--- config.mk ---
export PLATFORM = sky130hd
export DESIGN_NAME = clock_ratio_mode_output_ctrl
export DESIGN_NICKNAME = d
export VERILOG_FILES = /design/src/logic/clock_ratio_pkg.sv /design/src/logic/clock_ratio_mode_output_ctrl.sv
export SDC_FILE = /design/constraint.sdc
export NUM_CORES = 1
export LEC_CHECK = 0
export BUFFER_PORTS_ARGS = -buffer_cell sky130_fd_sc_hd__buf_2
export CORE_AREA = 2 2 184 186
export CTS_BUF_LIST = sky130_fd_sc_hd__clkbuf_8 sky130_fd_sc_hd__clkbuf_16
export CTS_CLUSTER_DIAMETER = 30
export DETAILED_ROUTE_END_ITERATION = 8
export DIE_AREA = 0 0 186 188
export GPL_TIMING_DRIVEN = 0
export PLACE_DENSITY = 0.65
export SLEW_MARGIN = 15
export SYNTH_ARGS = -nofsm -noshare
export SYNTH_HDL_FRONTEND = slang
export SYNTH_SLANG_ARGS = --single-unit
--- constraint.sdc ---
create_clock -name mclk -period 9.15 [get_ports mclk]
set_clock_uncertainty 0.1 [all_clocks]
set_input_delay 0.915 -clock mclk [delete_from_list [all_inputs] [get_ports mclk]]
set_output_delay 0.915 -clock mclk [all_outputs]
set_load 0.02 [all_outputs]
--- src/logic/clock_ratio_pkg.sv ---
// Package: register map, field layout, codes and timing of the clock ratio control
package clock_ratio_pkg;

    // ----------------------------------------
    // Register byte offsets
    // ----------------------------------------
    localparam logic [4:0] RATIO0_OFFSET    = 5'h00;
    localparam logic [4:0] RATIO1_OFFSET    = 5'h04;
    localparam logic [4:0] RATIO2_OFFSET    = 5'h08;
    localparam logic [4:0] RATIO3_OFFSET    = 5'h0C;
    localparam logic [4:0] MODAL_OFFSET     = 5'h10;
    localparam logic [4:0] GLOBAL_OFFSET    = 5'h14;
    localparam logic [4:0] STATUS_OFFSET    = 5'h18;
    localparam logic [4:0] EFFECTIVE_OFFSET = 5'h1C;

    // ----------------------------------------
    // Field positions
    // ----------------------------------------
    localparam int MODAL_SET_W      = 4;
    localparam int GLB_LOCK_CFG_BIT = 0;
    localparam int GLB_UNLOCK_BIT   = 1;
    localparam int GLB_FORMAT_BIT   = 2;
    localparam int GLB_SPECIAL_LSB  = 3;

    // ----------------------------------------
    // Reset values
    // ----------------------------------------
    localparam logic [31:0] RATIO_RESET  = 32'h0000_1000;
    localparam logic [15:0] MODAL_RESET  = 16'hAAAA;
    localparam logic [5:0]  GLOBAL_RESET = 6'h00;

    // ----------------------------------------
    // Codes
    // ----------------------------------------
    localparam logic [2:0] SPF_MAIN_DIS  = 3'h0;
    localparam logic [2:0] SPF_AUX_DIS   = 3'h1;
    localparam logic [2:0] SPF_BOTH_DIS  = 3'h2;
    localparam logic [2:0] SPF_RMOD_EN   = 3'h3;
    localparam logic [2:0] SPF_FORCE_AUX = 3'h7;
    localparam logic [1:0] AUX_RESERVED  = 2'h0;
    localparam logic [1:0] AUX_REF       = 2'h1;
    localparam logic [1:0] AUX_SYNTH     = 2'h2;
    localparam logic [1:0] AUX_LOCK      = 2'h3;
    localparam logic [1:0] RESP_OKAY     = 2'h0;
    localparam logic [1:0] RESP_SLVERR   = 2'h2;

    // ----------------------------------------
    // Timing
    // ----------------------------------------
    localparam int CLK_PERIOD_NS    = 10;
    localparam int MODE_SETTLE_NS   = 200;
    localparam int MODE_SETTLE_CYC  = (MODE_SETTLE_NS + CLK_PERIOD_NS - 1) / CLK_PERIOD_NS;
    localparam int REF_TIMEOUT_NS   = 25000000;
    localparam int REF_TIMEOUT_CYC  = REF_TIMEOUT_NS / CLK_PERIOD_NS;

    typedef struct packed {
        logic [1:0] auxSrc;
        logic [1:0] divSel;
    } modal_set_t;

    typedef struct packed {
        logic [2:0] specialFunc;
        logic       ratioFormat;
        logic       outputOnUnlock;
        logic       lockDriveCfg;
    } global_cfg_t;

    typedef struct packed {
        logic mainDis;
        logic auxDis;
        logic rmodEn;
        logic forceSynth;
    } special_ctl_t;

endpackage

--- src/logic/clock_ratio_mode_output_ctrl.sv ---
// Ratio selection, output gating and mode pin decoding around a fractional-N PLL core
// Function
// - Divider select 00/01/10/11 scales ratio by 0.5/0.25/0.125/0.0625.
// - Scaling acts on the selected ratio only; stored ratios stay unchanged.
// - Effective ratio is selected ratio times modifier when modifier enabled.
// - Two mode pins pick one of four sets: ratio, divider, aux source.
// - Global settings are single values, never switched by mode pins.
// - Unlock holds main output low unless output-on-unlock is set.
// - Special pin tristates main output for function 000 or 010.
// - Aux mux drives reference clock, synthesized clock or lock indicator.
// - Aux source 01 reference, 10 synthesized, 11 lock, 00 reserved.
// - Lock drive config sets driver type and polarity of lock indicator.
// - Config 0 push-pull high on unlock; config 1 open drain low on unlock.
// - Special pin tristates aux output for function 001 or 010.
// - For 000/001/010 special pin high disables, low enables outputs.
// - For 011 special pin high applies divider select, low ignores it.
// - For 111 special pin high forces aux source to synthesized clock.
// - Enable, disable and unlock gating never cut a partial clock period.
// - Lock indicator and source changes may glitch; 01/10 switches wait only for old source low.
// - Any mode pin change drops lock while the new set settles.
// - Special pin change drops lock for functions 011 to 110.
// - Lost or stepped reference clock reports unlocked.
// - After lock the outputs follow the configuration chosen by mode pins.
// - Format select reads ratio as 20.12 or 12.20 fixed point.
`timescale 1ns/1ns
module clock_ratio_mode_output_ctrl
    import clock_ratio_pkg::*;
#(
    parameter int REF_TIMEOUT_CYCLES = REF_TIMEOUT_CYC
)
(
    input  wire logic        mclk,
    input  wire logic        sys_rst,
    input  wire logic [4:0]  awaddr,
    input  wire logic        awvalid,
    output logic             awready,
    input  wire logic [31:0] wdata,
    input  wire logic [3:0]  wstrb,
    input  wire logic        wvalid,
    output logic             wready,
    output logic [1:0]       bresp,
    output logic             bvalid,
    input  wire logic        bready,
    input  wire logic [4:0]  araddr,
    input  wire logic        arvalid,
    output logic             arready,
    output logic [31:0]      rdata,
    output logic [1:0]       rresp,
    output logic             rvalid,
    input  wire logic        rready,
    input  wire logic        modeSelectLow,
    input  wire logic        modeSelectHigh,
    input  wire logic        specialFunctionPin,
    input  wire logic        pllLock,
    input  wire logic        synthClk,
    input  wire logic        refClk,
    output logic             mainClkOut,
    output logic             mainClkOe_n,
    output logic             auxOut,
    output logic             auxOe_n,
    output logic [31:0]      effectiveRatio,
    output logic             ratioFormatSelect,
    output logic             lockDropReq
);

    localparam int REF_W  = $clog2(REF_TIMEOUT_CYCLES + 1);
    localparam int DROP_W = $clog2(MODE_SETTLE_CYC + 1);

    // ----------------------------------------
    // Helpers
    // ----------------------------------------
    function automatic logic [31:0] applyStrobe(input logic [31:0] old, input logic [31:0] data,
                                                input logic [3:0] strb);
        logic [31:0] res;
        res = old;
        for (int i = 0; i < 4; i++)
        begin
            if (strb[i])
                res[8*i +: 8] = data[8*i +: 8];
        end
        return res;
    endfunction

    function automatic special_ctl_t decodeSpecial(input logic [2:0] func, input logic pin);
        special_ctl_t s;
        s = '0;
        unique case (func)
            SPF_MAIN_DIS:  s.mainDis = pin;
            SPF_AUX_DIS:   s.auxDis = pin;
            SPF_BOTH_DIS:
            begin
                s.mainDis = pin;
                s.auxDis  = pin;
            end
            SPF_RMOD_EN:   s.rmodEn = pin;
            SPF_FORCE_AUX: s.forceSynth = pin;
            default:       s = '0;
        endcase
        return s;
    endfunction

    // ----------------------------------------
    // Input synchronizers
    // ----------------------------------------
    logic [5:0] syncA_reg;
    logic [5:0] syncB_reg;
    logic [5:0] pinsRaw;

    assign pinsRaw = {refClk, synthClk, pllLock, specialFunctionPin, modeSelectHigh, modeSelectLow};

    always_ff @(posedge mclk or posedge sys_rst)
    begin
        if (sys_rst)
        begin
            syncA_reg <= 6'h00;
            syncB_reg <= 6'h00;
        end
        else
        begin
            syncA_reg <= pinsRaw;
            syncB_reg <= syncA_reg;
        end
    end

    logic [1:0] modeIdx;
    logic       spPin;
    logic       lockIn;
    logic       synthS;
    logic       refS;

    assign modeIdx = syncB_reg[1:0];
    assign spPin   = syncB_reg[2];
    assign lockIn  = syncB_reg[3];
    assign synthS  = syncB_reg[4];
    assign refS    = syncB_reg[5];

    // ----------------------------------------
    // Configuration store and bus slave
    // ----------------------------------------
    logic [3:0][31:0] ratio_reg, ratio_next;
    logic [15:0]      modal_reg, modal_next;
    global_cfg_t      global_reg, global_next;
    logic             awHeld_reg, awHeld_next, wHeld_reg, wHeld_next;
    logic [4:0]       awAddr_reg, awAddr_next;
    logic [31:0]      wData_reg, wData_next;
    logic [3:0]       wStrb_reg, wStrb_next;
    logic             awready_reg, awready_next, wready_reg, wready_next;
    logic             bvalid_reg, bvalid_next, arready_reg, arready_next, rvalid_reg, rvalid_next;
    logic [1:0]       bresp_reg, bresp_next, rresp_reg, rresp_next;
    logic [31:0]      rdata_reg, rdata_next;
    logic             doWrite;
    logic [31:0]      statusWord;
    logic [31:0]      modalWord, globalWord;

    always_comb
    begin
        ratio_next   = ratio_reg;
        modal_next   = modal_reg;
        global_next  = global_reg;
        awHeld_next  = awHeld_reg | (awvalid & awready_reg);
        wHeld_next   = wHeld_reg | (wvalid & wready_reg);
        awAddr_next  = (awvalid & awready_reg) ? awaddr : awAddr_reg;
        wData_next   = (wvalid & wready_reg) ? wdata : wData_reg;
        wStrb_next   = (wvalid & wready_reg) ? wstrb : wStrb_reg;
        modalWord    = applyStrobe({16'h0000, modal_reg}, wData_next, wStrb_next);
        globalWord   = applyStrobe({26'h0, global_reg}, wData_next, wStrb_next);
        bvalid_next  = bvalid_reg & ~bready;
        bresp_next   = bresp_reg;
        doWrite      = awHeld_next & wHeld_next & ~bvalid_reg;
        if (doWrite)
        begin
            awHeld_next = 1'b0;
            wHeld_next  = 1'b0;
            bvalid_next = 1'b1;
            bresp_next  = RESP_OKAY;
            unique case (awAddr_next)
                RATIO0_OFFSET: ratio_next[0] = applyStrobe(ratio_reg[0], wData_next, wStrb_next);
                RATIO1_OFFSET: ratio_next[1] = applyStrobe(ratio_reg[1], wData_next, wStrb_next);
                RATIO2_OFFSET: ratio_next[2] = applyStrobe(ratio_reg[2], wData_next, wStrb_next);
                RATIO3_OFFSET: ratio_next[3] = applyStrobe(ratio_reg[3], wData_next, wStrb_next);
                MODAL_OFFSET:  modal_next = modalWord[15:0];
                GLOBAL_OFFSET: global_next = globalWord[5:0];
                default:       bresp_next = RESP_SLVERR;
            endcase
        end
        awready_next = ~awHeld_next & ~bvalid_next;
        wready_next  = ~wHeld_next & ~bvalid_next;
        rvalid_next  = rvalid_reg & ~rready;
        rdata_next   = rdata_reg;
        rresp_next   = rresp_reg;
        if (arvalid & arready_reg)
        begin
            rvalid_next = 1'b1;
            rresp_next  = RESP_OKAY;
            unique case (araddr)
                RATIO0_OFFSET:    rdata_next = ratio_reg[0];
                RATIO1_OFFSET:    rdata_next = ratio_reg[1];
                RATIO2_OFFSET:    rdata_next = ratio_reg[2];
                RATIO3_OFFSET:    rdata_next = ratio_reg[3];
                MODAL_OFFSET:     rdata_next = {16'h0000, modal_reg};
                GLOBAL_OFFSET:    rdata_next = {26'h0, global_reg};
                STATUS_OFFSET:    rdata_next = statusWord;
                EFFECTIVE_OFFSET: rdata_next = effectiveRatio;
                default:
                begin
                    rdata_next = 32'h0000_0000;
                    rresp_next = RESP_SLVERR;
                end
            endcase
        end
        arready_next = ~rvalid_next;
    end

    always_ff @(posedge mclk or posedge sys_rst)
    begin
        if (sys_rst)
        begin
            ratio_reg   <= {4{RATIO_RESET}};
            modal_reg   <= MODAL_RESET;
            global_reg  <= GLOBAL_RESET;
            awHeld_reg  <= 1'b0;
            wHeld_reg   <= 1'b0;
            awAddr_reg  <= 5'h00;
            wData_reg   <= 32'h0000_0000;
            wStrb_reg   <= 4'h0;
            awready_reg <= 1'b0;
            wready_reg  <= 1'b0;
            bvalid_reg  <= 1'b0;
            bresp_reg   <= RESP_OKAY;
            arready_reg <= 1'b0;
            rvalid_reg  <= 1'b0;
            rresp_reg   <= RESP_OKAY;
            rdata_reg   <= 32'h0000_0000;
        end
        else
        begin
            ratio_reg   <= ratio_next;
            modal_reg   <= modal_next;
            global_reg  <= global_next;
            awHeld_reg  <= awHeld_next;
            wHeld_reg   <= wHeld_next;
            awAddr_reg  <= awAddr_next;
            wData_reg   <= wData_next;
            wStrb_reg   <= wStrb_next;
            awready_reg <= awready_next;
            wready_reg  <= wready_next;
            bvalid_reg  <= bvalid_next;
            bresp_reg   <= bresp_next;
            arready_reg <= arready_next;
            rvalid_reg  <= rvalid_next;
            rresp_reg   <= rresp_next;
            rdata_reg   <= rdata_next;
        end
    end

    assign awready = awready_reg;
    assign wready  = wready_reg;
    assign bvalid  = bvalid_reg;
    assign bresp   = bresp_reg;
    assign arready = arready_reg;
    assign rvalid  = rvalid_reg;
    assign rresp   = rresp_reg;
    assign rdata   = rdata_reg;

    // ----------------------------------------
    // Mode decode, lock tracking, ratio
    // ----------------------------------------
    modal_set_t     modalSel;
    special_ctl_t   spec;
    logic [31:0]    curRatio;
    logic           lockEff;
    logic           refEdge;
    logic           refLost;
    logic [1:0]     auxSrcSel;
    logic [REF_W-1:0]  refCnt_reg, refCnt_next;
    logic [DROP_W-1:0] dropCnt_reg, dropCnt_next;
    logic [2:0]     pinsPrev_reg;
    logic           refPrev_reg;
    logic [31:0]    effRatio_reg, effRatio_next;
    logic           dropReq_reg;

    assign modalSel  = modal_reg[modeIdx*MODAL_SET_W +: MODAL_SET_W];
    assign curRatio  = ratio_reg[modeIdx];
    assign spec      = decodeSpecial(global_reg.specialFunc, spPin);
    assign refEdge   = refS & ~refPrev_reg;
    assign refLost   = (refCnt_reg == REF_W'(REF_TIMEOUT_CYCLES));
    assign lockEff   = lockIn & ~refLost & (dropCnt_reg == '0);
    assign auxSrcSel = spec.forceSynth ? AUX_SYNTH : modalSel.auxSrc;
    assign statusWord = {22'h0, dropReq_reg, refLost, lockEff, spPin, modeIdx, auxSrcSel, modalSel.divSel};

    always_comb
    begin
        refCnt_next = refEdge ? '0 : (refLost ? refCnt_reg : refCnt_reg + 1'b1);
        dropCnt_next = (dropCnt_reg != '0) ? dropCnt_reg - 1'b1 : dropCnt_reg;
        if ((modeIdx != pinsPrev_reg[1:0]) ||
            ((spPin != pinsPrev_reg[2]) && (global_reg.specialFunc inside {[3'h3:3'h6]})))
            dropCnt_next = DROP_W'(MODE_SETTLE_CYC);
        // Low bits shifted out are lost; software keeps ratios clear of that
        effRatio_next = spec.rmodEn ? (curRatio >> ({3'h0, modalSel.divSel} + 3'h1))
                                    : curRatio;
    end

    always_ff @(posedge mclk or posedge sys_rst)
    begin
        if (sys_rst)
        begin
            refCnt_reg   <= '0;
            dropCnt_reg  <= '0;
            pinsPrev_reg <= 3'h0;
            refPrev_reg  <= 1'b0;
            effRatio_reg <= RATIO_RESET;
            dropReq_reg  <= 1'b0;
        end
        else
        begin
            refCnt_reg   <= refCnt_next;
            dropCnt_reg  <= dropCnt_next;
            pinsPrev_reg <= {spPin, modeIdx};
            refPrev_reg  <= refS;
            effRatio_reg <= effRatio_next;
            dropReq_reg  <= (dropCnt_next != '0);
        end
    end

    assign effectiveRatio    = effRatio_reg;
    assign ratioFormatSelect = global_reg.ratioFormat;
    assign lockDropReq       = dropReq_reg;

    // ----------------------------------------
    // Output gating
    // ----------------------------------------
    logic       mainGate_reg, mainGate_next, mainOe_n_reg, mainOe_n_next;
    logic       auxGate_reg, auxGate_next;
    logic [1:0] auxSrc_reg, auxSrc_next;
    logic       mainOut_reg, auxOut_reg, auxOe_n_reg;
    logic       auxLevel;
    logic       auxOutN, auxOeN;

    assign auxLevel = (auxSrc_reg == AUX_REF) ? refS : ((auxSrc_reg == AUX_SYNTH) ? synthS : 1'b0);

    always_comb
    begin
        mainGate_next = mainGate_reg;
        mainOe_n_next = mainOe_n_reg;
        auxGate_next  = auxGate_reg;
        auxSrc_next   = auxSrc_reg;
        // Gates move only in the low phase so no partial period escapes
        if (!synthS)
        begin
            mainGate_next = ~spec.mainDis & (lockEff | global_reg.outputOnUnlock);
            mainOe_n_next = spec.mainDis;
        end
        if (!auxLevel)
        begin
            auxGate_next = ~spec.auxDis;
            auxSrc_next  = auxSrcSel;
        end
        auxOutN = 1'b0;
        auxOeN  = ~auxGate_reg;
        unique case (auxSrc_reg)
            AUX_REF:   auxOutN = refS & auxGate_reg;
            AUX_SYNTH: auxOutN = synthS & auxGate_reg;
            AUX_LOCK:
            begin
                auxOutN = global_reg.lockDriveCfg ? 1'b0 : ~lockEff;
                auxOeN  = ~auxGate_reg | (global_reg.lockDriveCfg & lockEff);
            end
            default:   auxOutN = 1'b0;
        endcase
    end

    always_ff @(posedge mclk or posedge sys_rst)
    begin
        if (sys_rst)
        begin
            mainGate_reg <= 1'b0;
            mainOe_n_reg <= 1'b0;
            auxGate_reg  <= 1'b0;
            auxSrc_reg   <= AUX_RESERVED;
            mainOut_reg  <= 1'b0;
            auxOut_reg   <= 1'b0;
            auxOe_n_reg  <= 1'b1;
        end
        else
        begin
            mainGate_reg <= mainGate_next;
            mainOe_n_reg <= mainOe_n_next;
            auxGate_reg  <= auxGate_next;
            auxSrc_reg   <= auxSrc_next;
            mainOut_reg  <= synthS & mainGate_reg;
            auxOut_reg   <= auxOutN;
            auxOe_n_reg  <= auxOeN;
        end
    end

    assign mainClkOut  = mainOut_reg;
    assign mainClkOe_n = mainOe_n_reg;
    assign auxOut      = auxOut_reg;
    assign auxOe_n     = auxOe_n_reg;
endmodule

==> results.md <==
* Status: finished, final reports clean
* Count of final setup violators at 0
* Setup WS post-layout at 6.15 ns
* Worst Path Arrival at 3.39 ns
* Required time of the critical path at 9.54 ns
* Routability Congestion at 0.908
* Grt met2 use at 37.3%
* Post-Route WL at 42600 um
* EDFF count, synth at 0
* Register area at 7930 um^2
* Multi-input gate area at 6350 um^2
* Worst Hold Path EP: syncB_reg[3]
* Post-CTS Setup Bufs at 0
* Die area at 35000 um^2
* Final hold vios at 0
* Number of antenna violations at the first check in global routing at 1
* Nets at 1418
* Root buffer cell: clkbuf_16
* Clock sink total at 316
* Initial core utilization at 44.1%
* Post-detail-place hpwl at 29700 um
* Flops & latches, synth at 316
* FP Rows at 67
* Final setup TNS at 0 ns
* Max_slew headroom at 37.7%
* Cts bufs inserted at 70
* CTS tree: done
* Final Instance Area at 18500 um^2
* Fmax at 333 MHz
* Crit-path max FO at 10
* Worst hold-check path type: flip-flop to flip-flop
* Type of destination of the critical path: flip-flop
* Most common cell after layout, fill and taps aside: dfrtp_1
* FFs w/ async S/R, synth at 100%
* Hold_buf cts at 0
* Post-route ant nets at 0
* Largest register FFs at 128
* Die Width at 186 um
* Main synth FF type: dfrtp_1
* Die extent in y at 188 um
* Vias per Instance at 5.93
* Nature of the critical path startpoint: input pin
* RR Startpoint: syncB_reg[1]
* Period utilization at 32.8%
* Sequential share of the synthesized area at 54.2%
* TritonRoute pass-1 iters at 8
* Worst R2R Path Depth at 5
* Min Tclk post-route at 3.00 ns
* Vias in the first global route at 11200
* RR Endpoint: effectiveRatio[6]
* # DRC at 0
* First-pass GRT wire length at 65600 um
* Final non-filler cell total at 1857
* Overall routing resource usage at 24.8%
* Grt met1 use at 34.0%
* Synthesized area at 14600 um^2
* Reg clk slew, reported paths at 0.05 ns
* Max Transition Viols Final at 0
* GR peak layer: met2
* H-Tree Depth at 3
* Hold path depth at 0
* Peak VDD IR at 0.000207 V
* Post-DP Area at 16000 um^2
* Pwr/cell area at 316 nW/um^2
* Slew @ Worst Pin at 0.927 ns
* Ratio of cells with drive above 1 in the final layout at 37.3%
* Number of I/O pins at 138
* IO Port Bufs at 135
* Syn_area_per_cell at 12.9 um^2
* Detailed-route wire length per cell at 22.9 um
* Syn Inst Count at 1134
* Dpl ws at 5.66 ns
* Reg-to-reg slack, setup at 6.21 ns
* # Max-Cap Violations at 0
* Fin util at 55.8%
* Area Growth Syn to Fin at 26.5%
* DRT iter0 DRCs at 1048
* RSZ-0062 raised after global routing: false
* Met3 usage at 5.85%
* Placed Cells at 1727
* Count of cell types in the netlist at 64
* Synth warnings at 0
* Fill cell count at 2738
* Hold_sp: syncA_reg[3]
* Post-CTS Resized at 0
* Leakage at 8.68 nW
* Commonest cells after routing, fill and taps aside: 302 x dfrtp_1, 176 x mux2_2, 145 x buf_2, 78 x nand2_1, 74 x clkbuf_16
* Largest net degree at the start of global routing at 37
* Core area at 33100 um^2
* Grt ovf at 0
* Routed via count at 11000
* Insertion delay to the later sink of the worst-skew pair at 0.56 ns
* CTS max path bufs at 3
* WS Path Type: input pin to flip-flop
==> worst max-delay path: stages <==
cell and delay, ns:
buf_2 0.12, nor3b_1 0.47, and2_1 0.21, clkbuf_1 0.35
clkbuf_1 0.74, a22oi_1 0.16, a21oi_1 0.29, a21o_1 0.13
==> stage by stage <==
step	hold slack, ns	total power [mW]
after floorplan	0.231	2.87
after global placement	0.237	3.24
after detailed placement	0.239	3.29
after CTS	0.254	5.86
after global routing	0.254	6.09
final	0.250	5.85
==> cell families after synthesis <==
logic type / after synthesis / synth area share [%]
other: 1 / 0.0257
muxes: 251 / 22.0
buffers and inverters: 81 / 2.34
and+or+nand+nor: 242 / 8.32
AOI/OAI and AO/OA: 210 / 10.9
adders and majority gates: 8 / 0.685
xor gates and xnor gates: 25 / 1.50
DFF: 316 / 54.2
==> layer usage <==
| metal | vias up | wire, um | part of all wire (%) |
|---|---|---|---|
| li1 | 4727 | - | - |
| met1 | 5591 | 17900 | 42 |
| met2 | 568 | 19300 | 45 |
| met3 | 118 | 3680 | 8.6 |
| met4 | 0 | 1680 | 4.0 |
| met5 | - | 0 | 0 |
==> layout make-up <==
type	count	share of cell area, %
clock buffer	83	10.7
clock inverter	46	2.54
antenna	1	0.0135
inverter	17	0.365
buffer	64	1.50
multi-input combinational	738	34.4
sequential	316	42.9
timing repair buffer	144	4.63
tap	448	3.03
==> Yosys cell counts, types with 3 or more instances <==
master	instances	area [um^2]
nor2b_1	5	31.3
xnor2_1	14	123
mux2_4	6	90.1
clkbuf_1	46	173
buf_1	4	15.0
o221ai_1	27	236
and3_1	6	37.5
mux4_2	36	811
buf_2	10	50.1
nor2_1	44	165
and4_1	4	35.0
mux2i_1	31	310
nor3_1	15	75.1
nand4_1	5	31.3
dfstp_2	14	368
a22oi_1	52	390
inv_1	17	63.8
ha_1	8	100
xor2_1	11	96.3
nor4_1	5	31.3
nand2_1	78	293
o31ai_1	4	30.0
a211o_1	5	43.8
or3_1	6	37.5
nor3b_1	3	22.5
nand3_1	33	165
dfrtp_1	302	7560
a21oi_1	36	180
nand2_4	4	45.0
mux2_2	176	1980
o21ai_0	13	65.1
a21o_1	18	135
nand3b_1	7	52.6
and2_1	13	81.3
a222oi_1	26	260
a31oi_1	5	31.3
a22o_1	11	96.3
==> power breakdown <==
part / switching [mW] / internal [mW]
sequential: 0.293 / 1.80
combinational: 0.661 / 0.539
clock: 0.817 / 1.74
total: 1.77 / 4.08
==> how the worst max path moves through the flow <==
stage,startpoint,endpoint,slack (ns)
after floorplan,sys_rst,arready,3.94
after global placement,sys_rst,wData_reg[20],1.98
after detailed placement,araddr[2],rdata[23],5.66
after CTS,araddr[2],rdata[23],6.26
after global routing,araddr[2],rdata[23],6.09
final,araddr[1],rdata[31],6.15
Note: power is estimated with default switching activity, not from simulation.
